<file path="src/rtl/fogf_pkg.sv">
package fogf_pkg;

  // Register indices on the plain register port
  localparam logic [3:0] FOGF_ADDR_SCALING = 4'h6;
  localparam logic [3:0] FOGF_ADDR_FORMAT  = 4'h7;
  localparam logic [3:0] FOGF_ADDR_STATUS  = 4'hd;
  localparam logic [3:0] FOGF_ADDR_MASK    = 4'he;

  // Scaling control fields
  localparam int FOGF_FRAC_LSB  = 0;
  localparam int FOGF_EXP_LSB   = 4;
  localparam int FOGF_ROUND_LSB = 8;
  localparam logic [15:0] FOGF_SCALING_WMASK = 16'h7fff;
  localparam logic [15:0] FOGF_SCALING_RESET = 16'h0000;

  // Result format fields
  localparam int FOGF_INV_LSB   = 0;
  localparam int FOGF_WIDE_BIT  = 2;
  localparam int FOGF_SPLIT_BIT = 3;
  localparam int FOGF_MUX_LSB   = 4;
  localparam int FOGF_SUM_BIT   = 6;
  localparam int FOGF_VPOL_BIT  = 7;
  localparam logic [15:0] FOGF_FORMAT_WMASK = 16'h00ff;
  localparam logic [15:0] FOGF_FORMAT_RESET = 16'h0000;

  // Event status / mask layout
  localparam int FOGF_EV_OVF_A = 0;
  localparam int FOGF_EV_OVF_B = 1;
  localparam logic [1:0] FOGF_EV_RESET = 2'h0;

  // Rounding codes, one-hot
  localparam logic [6:0] FOGF_RND_8  = 7'h01;
  localparam logic [6:0] FOGF_RND_10 = 7'h02;
  localparam logic [6:0] FOGF_RND_12 = 7'h04;
  localparam logic [6:0] FOGF_RND_14 = 7'h08;
  localparam logic [6:0] FOGF_RND_16 = 7'h10;
  localparam logic [6:0] FOGF_RND_20 = 7'h20;
  localparam logic [6:0] FOGF_RND_24 = 7'h40;

  // Mantissa is (16 + F) / 16, input MSB lands on output MSB at unity
  localparam logic [4:0] FOGF_MANT_ONE = 5'h10;
  localparam int         FOGF_POST_SHIFT = 4;

  localparam logic [31:0] FOGF_POS_FULL = 32'h7fffffff;
  localparam logic [31:0] FOGF_NEG_FULL = 32'h80000000;

  typedef enum logic [1:0] {
    FOGF_INV_OFF,
    FOGF_INV_FULL,
    FOGF_INV_HALF,
    FOGF_INV_QUARTER
  } fogf_inv_e;

  localparam logic [1:0] FOGF_MUX_OFF     = 2'h0;
  localparam logic [1:0] FOGF_MUX_HALF    = 2'h1;
  localparam logic [1:0] FOGF_MUX_QUARTER = 2'h3;
  localparam logic [1:0] FOGF_MUX_GAP_HALF    = 2'h1;
  localparam logic [1:0] FOGF_MUX_GAP_QUARTER = 2'h2;

  typedef struct packed {
    logic [31:0] a;
    logic [31:0] b;
  } fogf_sample_s;

  typedef struct packed {
    logic [31:0] val;
    logic        ovf;
  } fogf_scaled_s;

  typedef struct packed {
    logic [15:0] scaling;
    logic [15:0] format;
  } fogf_cfg_s;

endpackage

</file>
<file path="src/rtl/fogf_output_stage.sv">
// Chosen here: the address-and-strobe port.
`timescale 1ns/1ps
`default_nettype none

// Functional notes
// - Fraction in bits 0-3, exponent 4-7
// - Gain is 2^S(1+F/16) times coefficient sum
// - Unity gain maps input MSB to output MSB
// - New gain applies only at sample boundary
// - One gain setting serves both paths
// - One-hot rounding code selects MSB count
// - Round each 32-bit result to chosen MSBs
// - Overflow clamps to signed full scale
// - Each path raises its own overflow pin
// - Inversion field selects sample rate to negate
// - Negate even A samples, odd B samples
// - Wide split: upper 16 on A, low 8 on B
// - Multiplex both paths on A, clear B
// - A sample precedes B in multiplex
// - Path sum appears on B unless split or multiplexed
// - Format bit 7 inverts valid strobe level
module fogf_output_stage (
  input  wire logic                  clk,
  input  wire logic                  reset,
  input  wire fogf_pkg::fogf_sample_s path_result,
  input  wire logic                  result_valid,
  input  wire logic [3:0]            reg_addr,
  input  wire logic [15:0]           reg_wdata,
  input  wire logic                  reg_wr,
  input  wire logic                  reg_rd,
  output logic      [15:0]           reg_rdata,
  output logic      [15:0]           out_a,
  output logic      [15:0]           out_b,
  output logic                       valid_strobe,
  output logic                       path_a_overflow_pin,
  output logic                       path_b_overflow_pin,
  output logic                       irq
);

  // Number of low bits cleared for a rounding code; 0 means truncate
  function automatic logic [5:0] fogf_clear_bits(input logic [6:0] code);
    logic [5:0] n;
    n = 6'h00;
    case (code)
      fogf_pkg::FOGF_RND_8:  n = 6'h18;
      fogf_pkg::FOGF_RND_10: n = 6'h16;
      fogf_pkg::FOGF_RND_12: n = 6'h14;
      fogf_pkg::FOGF_RND_14: n = 6'h12;
      fogf_pkg::FOGF_RND_16: n = 6'h10;
      fogf_pkg::FOGF_RND_20: n = 6'h0c;
      fogf_pkg::FOGF_RND_24: n = 6'h08;
      default:               n = 6'h00;
    endcase
    return n;
  endfunction

  function automatic logic [31:0] fogf_clamp(input logic sign_neg);
    return sign_neg ? fogf_pkg::FOGF_NEG_FULL : fogf_pkg::FOGF_POS_FULL;
  endfunction

  // Scale, round and saturate one path; shared by both paths
  function automatic fogf_pkg::fogf_scaled_s fogf_scale(input logic [31:0] x,
                                                         input logic [15:0] cfg);
    logic signed [51:0] xe;
    logic signed [51:0] mant;
    logic signed [51:0] p;
    logic        [51:0] half;
    logic        [51:0] keep;
    logic        [51:0] r;
    logic        [5:0]  nclr;
    fogf_pkg::fogf_scaled_s res;
    xe   = $signed({{20{x[31]}}, x});
    mant = $signed({47'h0, fogf_pkg::FOGF_MANT_ONE | {1'b0, cfg[fogf_pkg::FOGF_FRAC_LSB +: 4]}});
    p    = xe * mant;
    p    = (p <<< cfg[fogf_pkg::FOGF_EXP_LSB +: 4]) >>> fogf_pkg::FOGF_POST_SHIFT;
    nclr = fogf_clear_bits(cfg[fogf_pkg::FOGF_ROUND_LSB +: 7]);
    half = (nclr == 6'h00) ? 52'h0 : (52'h1 << (nclr - 6'h01));
    keep = ~((52'h1 << nclr) - 52'h1);
    r    = (52'(p) + half) & keep;
    res.ovf = (r[51:31] != {21{1'b0}}) && (r[51:31] != {21{1'b1}});
    res.val = res.ovf ? fogf_clamp(r[51]) : r[31:0];
    return res;
  endfunction

  // Negation that cannot wrap at negative full scale
  function automatic logic [31:0] fogf_negate(input logic [31:0] x);
    return (x == fogf_pkg::FOGF_NEG_FULL) ? fogf_pkg::FOGF_POS_FULL : (32'h0 - x);
  endfunction

  // Register file
  logic [15:0] scaling_reg;
  logic [15:0] format_reg;
  logic [1:0]  status_reg;
  logic [1:0]  status_next;
  logic [1:0]  mask_reg;
  logic [15:0] rdata_next;
  logic [1:0]  ev_set;

  wire wr_scaling = reg_wr && (reg_addr == fogf_pkg::FOGF_ADDR_SCALING);
  wire wr_format  = reg_wr && (reg_addr == fogf_pkg::FOGF_ADDR_FORMAT);
  wire wr_mask    = reg_wr && (reg_addr == fogf_pkg::FOGF_ADDR_MASK);
  wire rd_status  = reg_rd && (reg_addr == fogf_pkg::FOGF_ADDR_STATUS);

  assign rdata_next =
      !reg_rd                                    ? 16'h0000 :
      (reg_addr == fogf_pkg::FOGF_ADDR_SCALING)  ? scaling_reg :
      (reg_addr == fogf_pkg::FOGF_ADDR_FORMAT)   ? format_reg :
      (reg_addr == fogf_pkg::FOGF_ADDR_STATUS)   ? {14'h0, status_reg} :
      (reg_addr == fogf_pkg::FOGF_ADDR_MASK)     ? {14'h0, mask_reg} : 16'h0000;

  // Set wins over the clear caused by a status read
  assign status_next = (rd_status ? 2'h0 : status_reg) | ev_set;

  always_ff @(posedge clk) begin
    if (reset) begin
      scaling_reg <= fogf_pkg::FOGF_SCALING_RESET;
      format_reg  <= fogf_pkg::FOGF_FORMAT_RESET;
      status_reg  <= fogf_pkg::FOGF_EV_RESET;
      mask_reg    <= fogf_pkg::FOGF_EV_RESET;
      reg_rdata   <= 16'h0000;
      irq         <= 1'b0;
    end else begin
      if (wr_scaling) scaling_reg <= reg_wdata & fogf_pkg::FOGF_SCALING_WMASK;
      if (wr_format)  format_reg  <= reg_wdata & fogf_pkg::FOGF_FORMAT_WMASK;
      if (wr_mask)    mask_reg    <= reg_wdata[1:0];
      status_reg <= status_next;
      reg_rdata  <= rdata_next;
      irq        <= |(status_next & mask_reg);
    end
  end

  // Stage 1: settings captured with the sample, so a write never splits one
  logic [2:0]  phase_reg;
  logic        s1_valid_reg;
  logic [2:0]  s1_phase_reg;
  fogf_pkg::fogf_cfg_s    s1_cfg_reg;
  fogf_pkg::fogf_scaled_s s1_a_reg;
  fogf_pkg::fogf_scaled_s s1_b_reg;

  always_ff @(posedge clk) begin
    if (reset) begin
      phase_reg    <= 3'h0;
      s1_valid_reg <= 1'b0;
      s1_phase_reg <= 3'h0;
      s1_cfg_reg   <= '0;
      s1_a_reg     <= '0;
      s1_b_reg     <= '0;
    end else begin
      phase_reg    <= phase_reg + 3'h1;
      s1_valid_reg <= result_valid;
      if (result_valid) begin
        s1_cfg_reg   <= '{scaling: scaling_reg, format: format_reg};
        s1_phase_reg <= phase_reg;
        s1_a_reg     <= fogf_scale(path_result.a, scaling_reg);
        s1_b_reg     <= fogf_scale(path_result.b, scaling_reg);
      end
    end
  end

  // Stage 2: negation, summing and pin formatting
  wire [15:0] fmt = s1_cfg_reg.format;
  wire [1:0]  inv_sel = fmt[fogf_pkg::FOGF_INV_LSB +: 2];
  wire [1:0]  mux_sel = fmt[fogf_pkg::FOGF_MUX_LSB +: 2];
  wire        split_on = fmt[fogf_pkg::FOGF_SPLIT_BIT];
  wire        sum_on   = fmt[fogf_pkg::FOGF_SUM_BIT] | fmt[fogf_pkg::FOGF_WIDE_BIT];
  wire        mux_on   = (mux_sel != fogf_pkg::FOGF_MUX_OFF);

  logic odd_time;
  always_comb begin
    case (fogf_pkg::fogf_inv_e'(inv_sel))
      fogf_pkg::FOGF_INV_FULL:    odd_time = s1_phase_reg[0];
      fogf_pkg::FOGF_INV_HALF:    odd_time = s1_phase_reg[1];
      fogf_pkg::FOGF_INV_QUARTER: odd_time = s1_phase_reg[2];
      default:                    odd_time = 1'b0;
    endcase
  end

  wire inv_on = (inv_sel != 2'h0);
  wire [31:0] a_fin = (inv_on && !odd_time) ? fogf_negate(s1_a_reg.val) : s1_a_reg.val;
  wire [31:0] b_fin = (inv_on &&  odd_time) ? fogf_negate(s1_b_reg.val) : s1_b_reg.val;

  wire [32:0] sum_raw = {a_fin[31], a_fin} + {b_fin[31], b_fin};
  wire        sum_ovf = (sum_raw[32] != sum_raw[31]);
  wire [31:0] sum_val = sum_ovf ? fogf_clamp(sum_raw[32]) : sum_raw[31:0];
  wire [31:0] b_word  = sum_on ? sum_val : b_fin;

  // Pending B word while multiplexing
  logic [15:0] pend_reg;
  logic        pend_ovf_reg;
  logic [1:0]  pend_cnt_reg;
  wire         pend_fire = (pend_cnt_reg == 2'h1);

  logic [15:0] a_next;
  logic [15:0] b_next;
  logic        v_next;
  logic        oa_next;
  logic        ob_next;

  always_comb begin
    a_next  = 16'h0000;
    b_next  = 16'h0000;
    v_next  = 1'b0;
    oa_next = 1'b0;
    ob_next = 1'b0;
    if (s1_valid_reg) begin
      v_next  = 1'b1;
      oa_next = s1_a_reg.ovf;
      if (split_on) begin
        a_next  = b_word[31:16];
        b_next  = {b_word[15:8], 8'h00};
        ob_next = s1_b_reg.ovf;
      end else if (mux_on) begin
        a_next  = a_fin[31:16];
      end else begin
        a_next  = a_fin[31:16];
        b_next  = b_word[31:16];
        ob_next = s1_b_reg.ovf;
      end
    end else if (pend_fire) begin
      v_next  = 1'b1;
      a_next  = pend_reg;
      ob_next = pend_ovf_reg;
    end
  end

  logic out_valid_reg;

  always_ff @(posedge clk) begin
    if (reset) begin
      pend_reg            <= 16'h0000;
      pend_ovf_reg        <= 1'b0;
      pend_cnt_reg        <= 2'h0;
      out_a               <= 16'h0000;
      out_b               <= 16'h0000;
      out_valid_reg       <= 1'b0;
      valid_strobe        <= 1'b0;
      path_a_overflow_pin <= 1'b0;
      path_b_overflow_pin <= 1'b0;
    end else begin
      if (s1_valid_reg && mux_on && !split_on) begin
        pend_reg     <= b_word[31:16];
        pend_ovf_reg <= s1_b_reg.ovf;
        pend_cnt_reg <= (mux_sel == fogf_pkg::FOGF_MUX_HALF) ?
                        fogf_pkg::FOGF_MUX_GAP_HALF : fogf_pkg::FOGF_MUX_GAP_QUARTER;
      end else if (pend_cnt_reg != 2'h0) begin
        pend_cnt_reg <= pend_cnt_reg - 2'h1;
      end
      out_a               <= a_next;
      out_b               <= b_next;
      out_valid_reg       <= v_next;
      valid_strobe        <= v_next ^ fmt[fogf_pkg::FOGF_VPOL_BIT];
      path_a_overflow_pin <= oa_next;
      path_b_overflow_pin <= ob_next;
    end
  end

  assign ev_set[fogf_pkg::FOGF_EV_OVF_A] = oa_next;
  assign ev_set[fogf_pkg::FOGF_EV_OVF_B] = ob_next;
endmodule

`default_nettype wire

</file>
<file path="config.mk">
export PLATFORM = sky130hd
export DESIGN_NAME = fogf_output_stage
export DESIGN_NICKNAME = d
export VERILOG_FILES = /design/src/rtl/fogf_pkg.sv /design/src/rtl/fogf_output_stage.sv
export SDC_FILE = /design/constraint.sdc
export NUM_CORES = 2
export LEC_CHECK = 0
export ABC_AREA = 1
export BUFFER_PORTS_ARGS = -buffer_cell sky130_fd_sc_hd__buf_2
export CAP_MARGIN = 25
export CORE_MARGIN = 1.5
export CORE_UTILIZATION = 60
export DETAILED_ROUTE_END_ITERATION = 10
export PLACE_DENSITY = 0.78
export SLEW_MARGIN = 30
export SYNTH_ARGS = -nofsm -noshare
export SYNTH_HDL_FRONTEND = slang
export SYNTH_SLANG_ARGS = --single-unit
</file>
<file path="constraint.sdc">
create_clock -name clk -period 13.34 [get_ports clk]
set_clock_uncertainty 0.2 [all_clocks]
set_input_delay 2.668 -clock clk [delete_from_list [all_inputs] [get_ports clk]]
set_output_delay 2.668 -clock clk [all_outputs]
set_load 0.02 [all_outputs]
</file>
==> After elaboration in Yosys (flattened, before gate mapping) <==
Index checks and enable logic that the tools add are counted.
{ "word_totals": {"regBits": 179, "in_bits": 89, "out_inout_bits": 52, "word_cells": 129} }
{ "op_classes": {"add_sub_neg": 9, "mul": 2, "n_eq_ne": 21, "shifts": 4, "n_mux": 36, "bitwise_logic": 9, "reduce_logical": 24} }
{ "op_table": {"columns": ["operator", "count"], "rows": [
  ["$mux 32", 11],
  ["$add 52x52->52", 2],
  ["$and 52x52->52", 2],
  ["$shl 1x6->52 const A", 2],
  ["$sshl 38x4->52", 2],
  ["$mux 16", 5],
  ["$mul 32x6->38", 2],
  ["$eq 32x32->1 const B", 2],
  ["$sub 1x32->32 const A", 2],
  ["$mux 52", 1],
  ["$not 52->52", 1],
  ["$sub 52x1->52 const B", 1],
  ["$ne 21x21->1 const B", 2],
  ["$reduce_bool 21->1", 2],
  ["$pmux 5 s7", 1],
  ["$add 32x32->33", 1],
  ["$mux 15", 1],
  ["$mux 2", 6],
  ["$mux 6", 2],
  ["$logic_and 1x1->1", 10],
  ["$eq 4x3->1 const B", 2],
  ["$eq 4x4->1 const B", 2],
  ["$mux 8", 1],
  ["$reduce_bool 2->1", 4],
  ["other kinds (25)", 38]
]} }

==> Longest topological paths before layout <==
{ "logic_depth": {"word_depth": 12, "mapped_depth": 54, "mapped_depth_nobuf": 49} }

==> Least setup slack after synthesis <==
OpenSTA, ideal clock, no wires.
{ "synth_path": {"path_type": "input port to flip-flop", "from": "input port path_result[31] (netlist bit)", "to": "register s1_b_reg[17] (netlist bit)", "setup_ns": 0.122, "t_arrival_ns": 8.099, "required_ns": 13.018, "path_slack_ns": 4.919, "stages": 35, "n_path_buf": 1, "cell_sequence": "nand2_1 -> inv_1 -> fa_1 -> inv_1 -> fa_1 -> fa_1 -> inv_1 -> ha_1 -> a21oi_1 -> o21bai_1 -> a211oi_1 -> nand2_1 -> nand2_1 -> nand2_2 -> o21ai_1 -> o21ai_0 -> a21boi_0 -> o21ai_1 -> inv_1 -> ha_1 -> inv_1 -> nand3_1 -> nor2_1 -> nand2_1 -> nor2_1 -> nand3b_1 -> nand4_1 -> nand2_1 -> nor2_1 -> nand3_1 -> nor2_1 -> nand2_1 -> a21oi_4 -> buf_6 -> a21oi_2"} }
{ "synth_between": {"elab_chain_cells": 7, "elab_cells_between_ends": 9} }
{ "synth_lines": {"columns": ["element", "line_no", "source"], "rows": [
  ["from (decl)", "fogf_output_stage.sv:25", "input wire fogf_pkg::fogf_sample_s path_result,"],
  ["$mul 32x6->38 *", "fogf_output_stage.sv:74", "p = xe * mant;"],
  ["$sshl 38x4->52 *", "fogf_output_stage.sv:75", "p = (p <<< cfg[fogf_pkg::FOGF_EXP_LSB +: 4]) >>> fogf_pkg::FOGF_POST_SHIFT;"],
  ["$add 52x52->52 *", "fogf_output_stage.sv:79", "r = (52'(p) + half) & keep;"],
  ["$and 52x52->52 *", "fogf_output_stage.sv:79", null],
  ["$ne 21x21->1 or $reduce_bool 21->1 (tied branches)", "fogf_output_stage.sv:80", "res.ovf = (r[51:31] != {21{1'b0}}) && (r[51:31] != {21{1'b1}});"],
  ["$logic_and 1x1->1", "fogf_output_stage.sv:80", null],
  ["$mux 32 *", "fogf_output_stage.sv:81", "res.val = res.ovf ? fogf_clamp(r[51]) : r[31:0];"],
  ["to (signal assigned)", "fogf_output_stage.sv:155", "s1_b_reg <= fogf_scale(path_result.b, scaling_reg);"],
  ["to (decl)", "fogf_output_stage.sv:138", "fogf_pkg::fogf_scaled_s s1_b_reg;"]
]} }
Mark *: on every way between the ends. The rest lies on a longest branch, timed or not.
A chain may end at the register's enable or synchronous reset.

==> Worst setup path after layout <==
{ "layout_path": {"from": "input port path_result[10] (netlist bit)", "to": "register s1_b_reg[1] (netlist bit)"} }
The elaborated chain is that of the path after synthesis.

==> impl_metrics.env <==
export IMPL_cp_end_kind="flip-flop"
export IMPL_pwr_share_clk=0.188
export IMPL_ctsHoldBuffers=0
export IMPL_crit_reg2reg_launch="scaling_reg[0]"
export IMPL_final_cell_count_no_fill=6944
export IMPL_r2r_cells=38
export IMPL_htreeDepth=4
export IMPL_hold_start="phase_reg[0]"
export IMPL_rows=89
export IMPL_status="completed"
export IMPL_slew_headroom=0.2597
export IMPL_ios=141
export IMPL_power_density_nw_per_um2=71.99
export IMPL_startpoint_type="primary input"
export IMPL_worstSetupPathType="primary input to flip-flop"
export IMPL_finalInstanceArea_um2=37460
export IMPL_syn_inst=6099
export IMPL_sequentialPowerShare=0.225
export IMPL_p_total_mw=2.697
export IMPL_clockBufferDepth=2
export IMPL_drive_gt1_frac=0.09677
export IMPL_root_buffer="clkbuf_16"
export IMPL_finalSetupViolations=0
export IMPL_clk_latency_ns=0.46
export IMPL_wl_per_cell_um=16.02
export IMPL_cts_tree="done"
export IMPL_wl_mm=111.3
export IMPL_yosysTopAreaCell="nand2_1"
export IMPL_postCtsSetupRepairBufs=0
export IMPL_ant_nets=0
export IMPL_gp_congestion=0.9929
export IMPL_synth_seq_area_share=0.1001
export IMPL_crit_top_cell="nand2_1"
export IMPL_dp_hpwl_mm=92.29
export IMPL_numCtsBuffers=17
export IMPL_intPower_mw=1.325
export IMPL_die_h_um=246.6
export IMPL_clock_sinks=178
export IMPL_cts_resized=0
export IMPL_drt_vias_per_instance=5.432
export IMPL_whs_ns=0.2535
export IMPL_hold_path_depth=1
export IMPL_worstHoldEndpoint="phase_reg[0]"
export IMPL_layout_commonest_cell="nand2_1"
export IMPL_core_area_um2=58800
export IMPL_critical_path_slowest_cell="fa_1"
export IMPL_r2r_slack_ns=4.45
export IMPL_final_cell_mix="nand2_1 (1,663), inv_1 (1,228), nand3_1 (537)"
export IMPL_gr_usage_all_layers=0.3680
export IMPL_net_switching_power_mw=1.372
export IMPL_tightest_slew_ns=1.108
export IMPL_initial_utilization=0.6056
export IMPL_synth_edf_count=0
export IMPL_setup_slack_ns=3.472
export IMPL_grt_pass1_wl_mm=179.4
export IMPL_combPwrFrac=0.586
export IMPL_power_leakage_nw=21.91
export IMPL_rsz0062_at_grt="false"
export IMPL_dp_slack_ns=3.109
export IMPL_netlist_area_leader_share=0.1753
export IMPL_antenna_found_initial=2
export IMPL_netlist_area_um2=35610
export IMPL_die_x_um=246.6
export IMPL_grt_max_degree=112
export IMPL_routed_via_count=37720
export IMPL_drc=0
export IMPL_finalHoldViolCount=0
export IMPL_synth_ff_type="dfxtp_1"
export IMPL_areaGrowthSynthToFinish_pct=5.222
export IMPL_ys_ff_latch=178
export IMPL_min_period_ns=9.868
export IMPL_clk_pin_slew_ns=0.07
export IMPL_final_core_util=0.6372
export IMPL_required_ns=13.48
export IMPL_ys_warn_count=0
export IMPL_post_route_period_util=0.7397
export IMPL_finalMaxSlewViolations=0
export IMPL_cap_violations=0
export IMPL_arrival_ns=10.01
export IMPL_ir_worst_vdd_uv=147.2
export IMPL_grt_overflow_total=0
export IMPL_setup_tns_final_ns=0
export IMPL_syn_area_per_cell_um2=5.838
export IMPL_synthArstFlopShare=0
export IMPL_dp_cells=6909
export IMPL_dieArea_um2=60810
export IMPL_hp_class="flip-flop to flip-flop"
export IMPL_first_iter_violations=3137
export IMPL_ys_types=68
export IMPL_final_nets=6674
export IMPL_fmax_mhz=101.3
export IMPL_first_global_vias=35490
export IMPL_placed_area_um2=36830
export IMPL_netSwitchingFraction=0.5088
export IMPL_synth_area_leaders="nand2_1 (18%), inv_1 (13%), fa_1 (11%), dfxtp_1 (10%), ha_1 (8.3%)"
export IMPL_firstDrtPassIters=7
export IMPL_reg2reg_to="s1_b_reg[1]"
export IMPL_cp_max_fo=17
export IMPL_portBuffers=138
export IMPL_max_stage_delay_ns=0.55
## critical path, delay by kind of cell
kind / cells / cell delay, ns
simple gates: 21 / 2.50
fa+ha+maj: 5 / 2.31
compound gates: 6 / 1.59
buf+inv: 7 / 0.94
## worst max-delay path by stage
stage                    startpoint            to  slack (ns)  cells after the start
floorplan           path_result[31]  s1_b_reg[17]        4.92                     35
global placement    path_result[14]   s1_b_reg[1]        2.94                     41
detailed placement  path_result[10]   s1_b_reg[1]        3.11                     39
CTS                 path_result[10]   s1_b_reg[1]        3.56                     39
global route        path_result[36]   s1_a_reg[2]        2.83                     45
finish              path_result[10]   s1_b_reg[1]        3.47                     39
## area by class of cell
type | instances | area [µm²]
flip-flops and latches | 178 | 3578
fillers | 5943 | 21330
inverters | 1290 | 4845
well taps | 773 | 967.2
diodes | 2 | 5.005
clock inverters | 14 | 150.1
clock buffers | 18 | 439.2
multi-input cells | 4504 | 26560
repair buffers | 165 | 920.9
## power groups by stage
stage          sequential (mW)  clock (mW)  combinational [mW]
6_report                 0.607       0.508                1.58
5_1_grt                  0.611       0.536                1.75
4_1_cts                  0.605       0.512                1.53
3_5_place_dp             0.617           0                1.52
3_3_place_gp             0.616           0                1.51
2_1_floorplan            0.612           0                1.13
## logic make-up after synthesis
group,synth area share
compound gates,0.1142
xor+xnor,0.02509
fa+ha+maj,0.1917
buf+inv,0.1587
flops,0.1001
mux,0.01096
other cells,0.0002109
simple gates,0.3990
## cell usage after synthesis (23+ instances only)
cell type     n
nand2_2      85
a31oi_1      38
nand3b_1     23
buf_2        30
nand4_1      72
nand2_1    1663
fa_1        194
inv_1      1230
ha_1        235
nor3_1       58
nand3_2     104
xor2_1       67
nor2_1      510
xnor2_1      35
clkbuf_1     96
dfxtp_1     178
a21oi_2      50
o21ai_0     274
a21oi_1     254
nand3_1     538
mux2i_1      39
o21ai_1      25
inv_2        51
nor2_2       54
## layer usage
metal | share of wire | routed length, µm | global-route usage
met2 | 0.45 | 50580 | 0.6118
met4 | 0.037 | 4115 | 0.1377
met3 | 0.073 | 8076 | 0.05109
met1 | 0.44 | 48490 | 0.4822
met5 | 0 | 0 | 0
No activity file was read; power rests on OpenSTA's default activity.
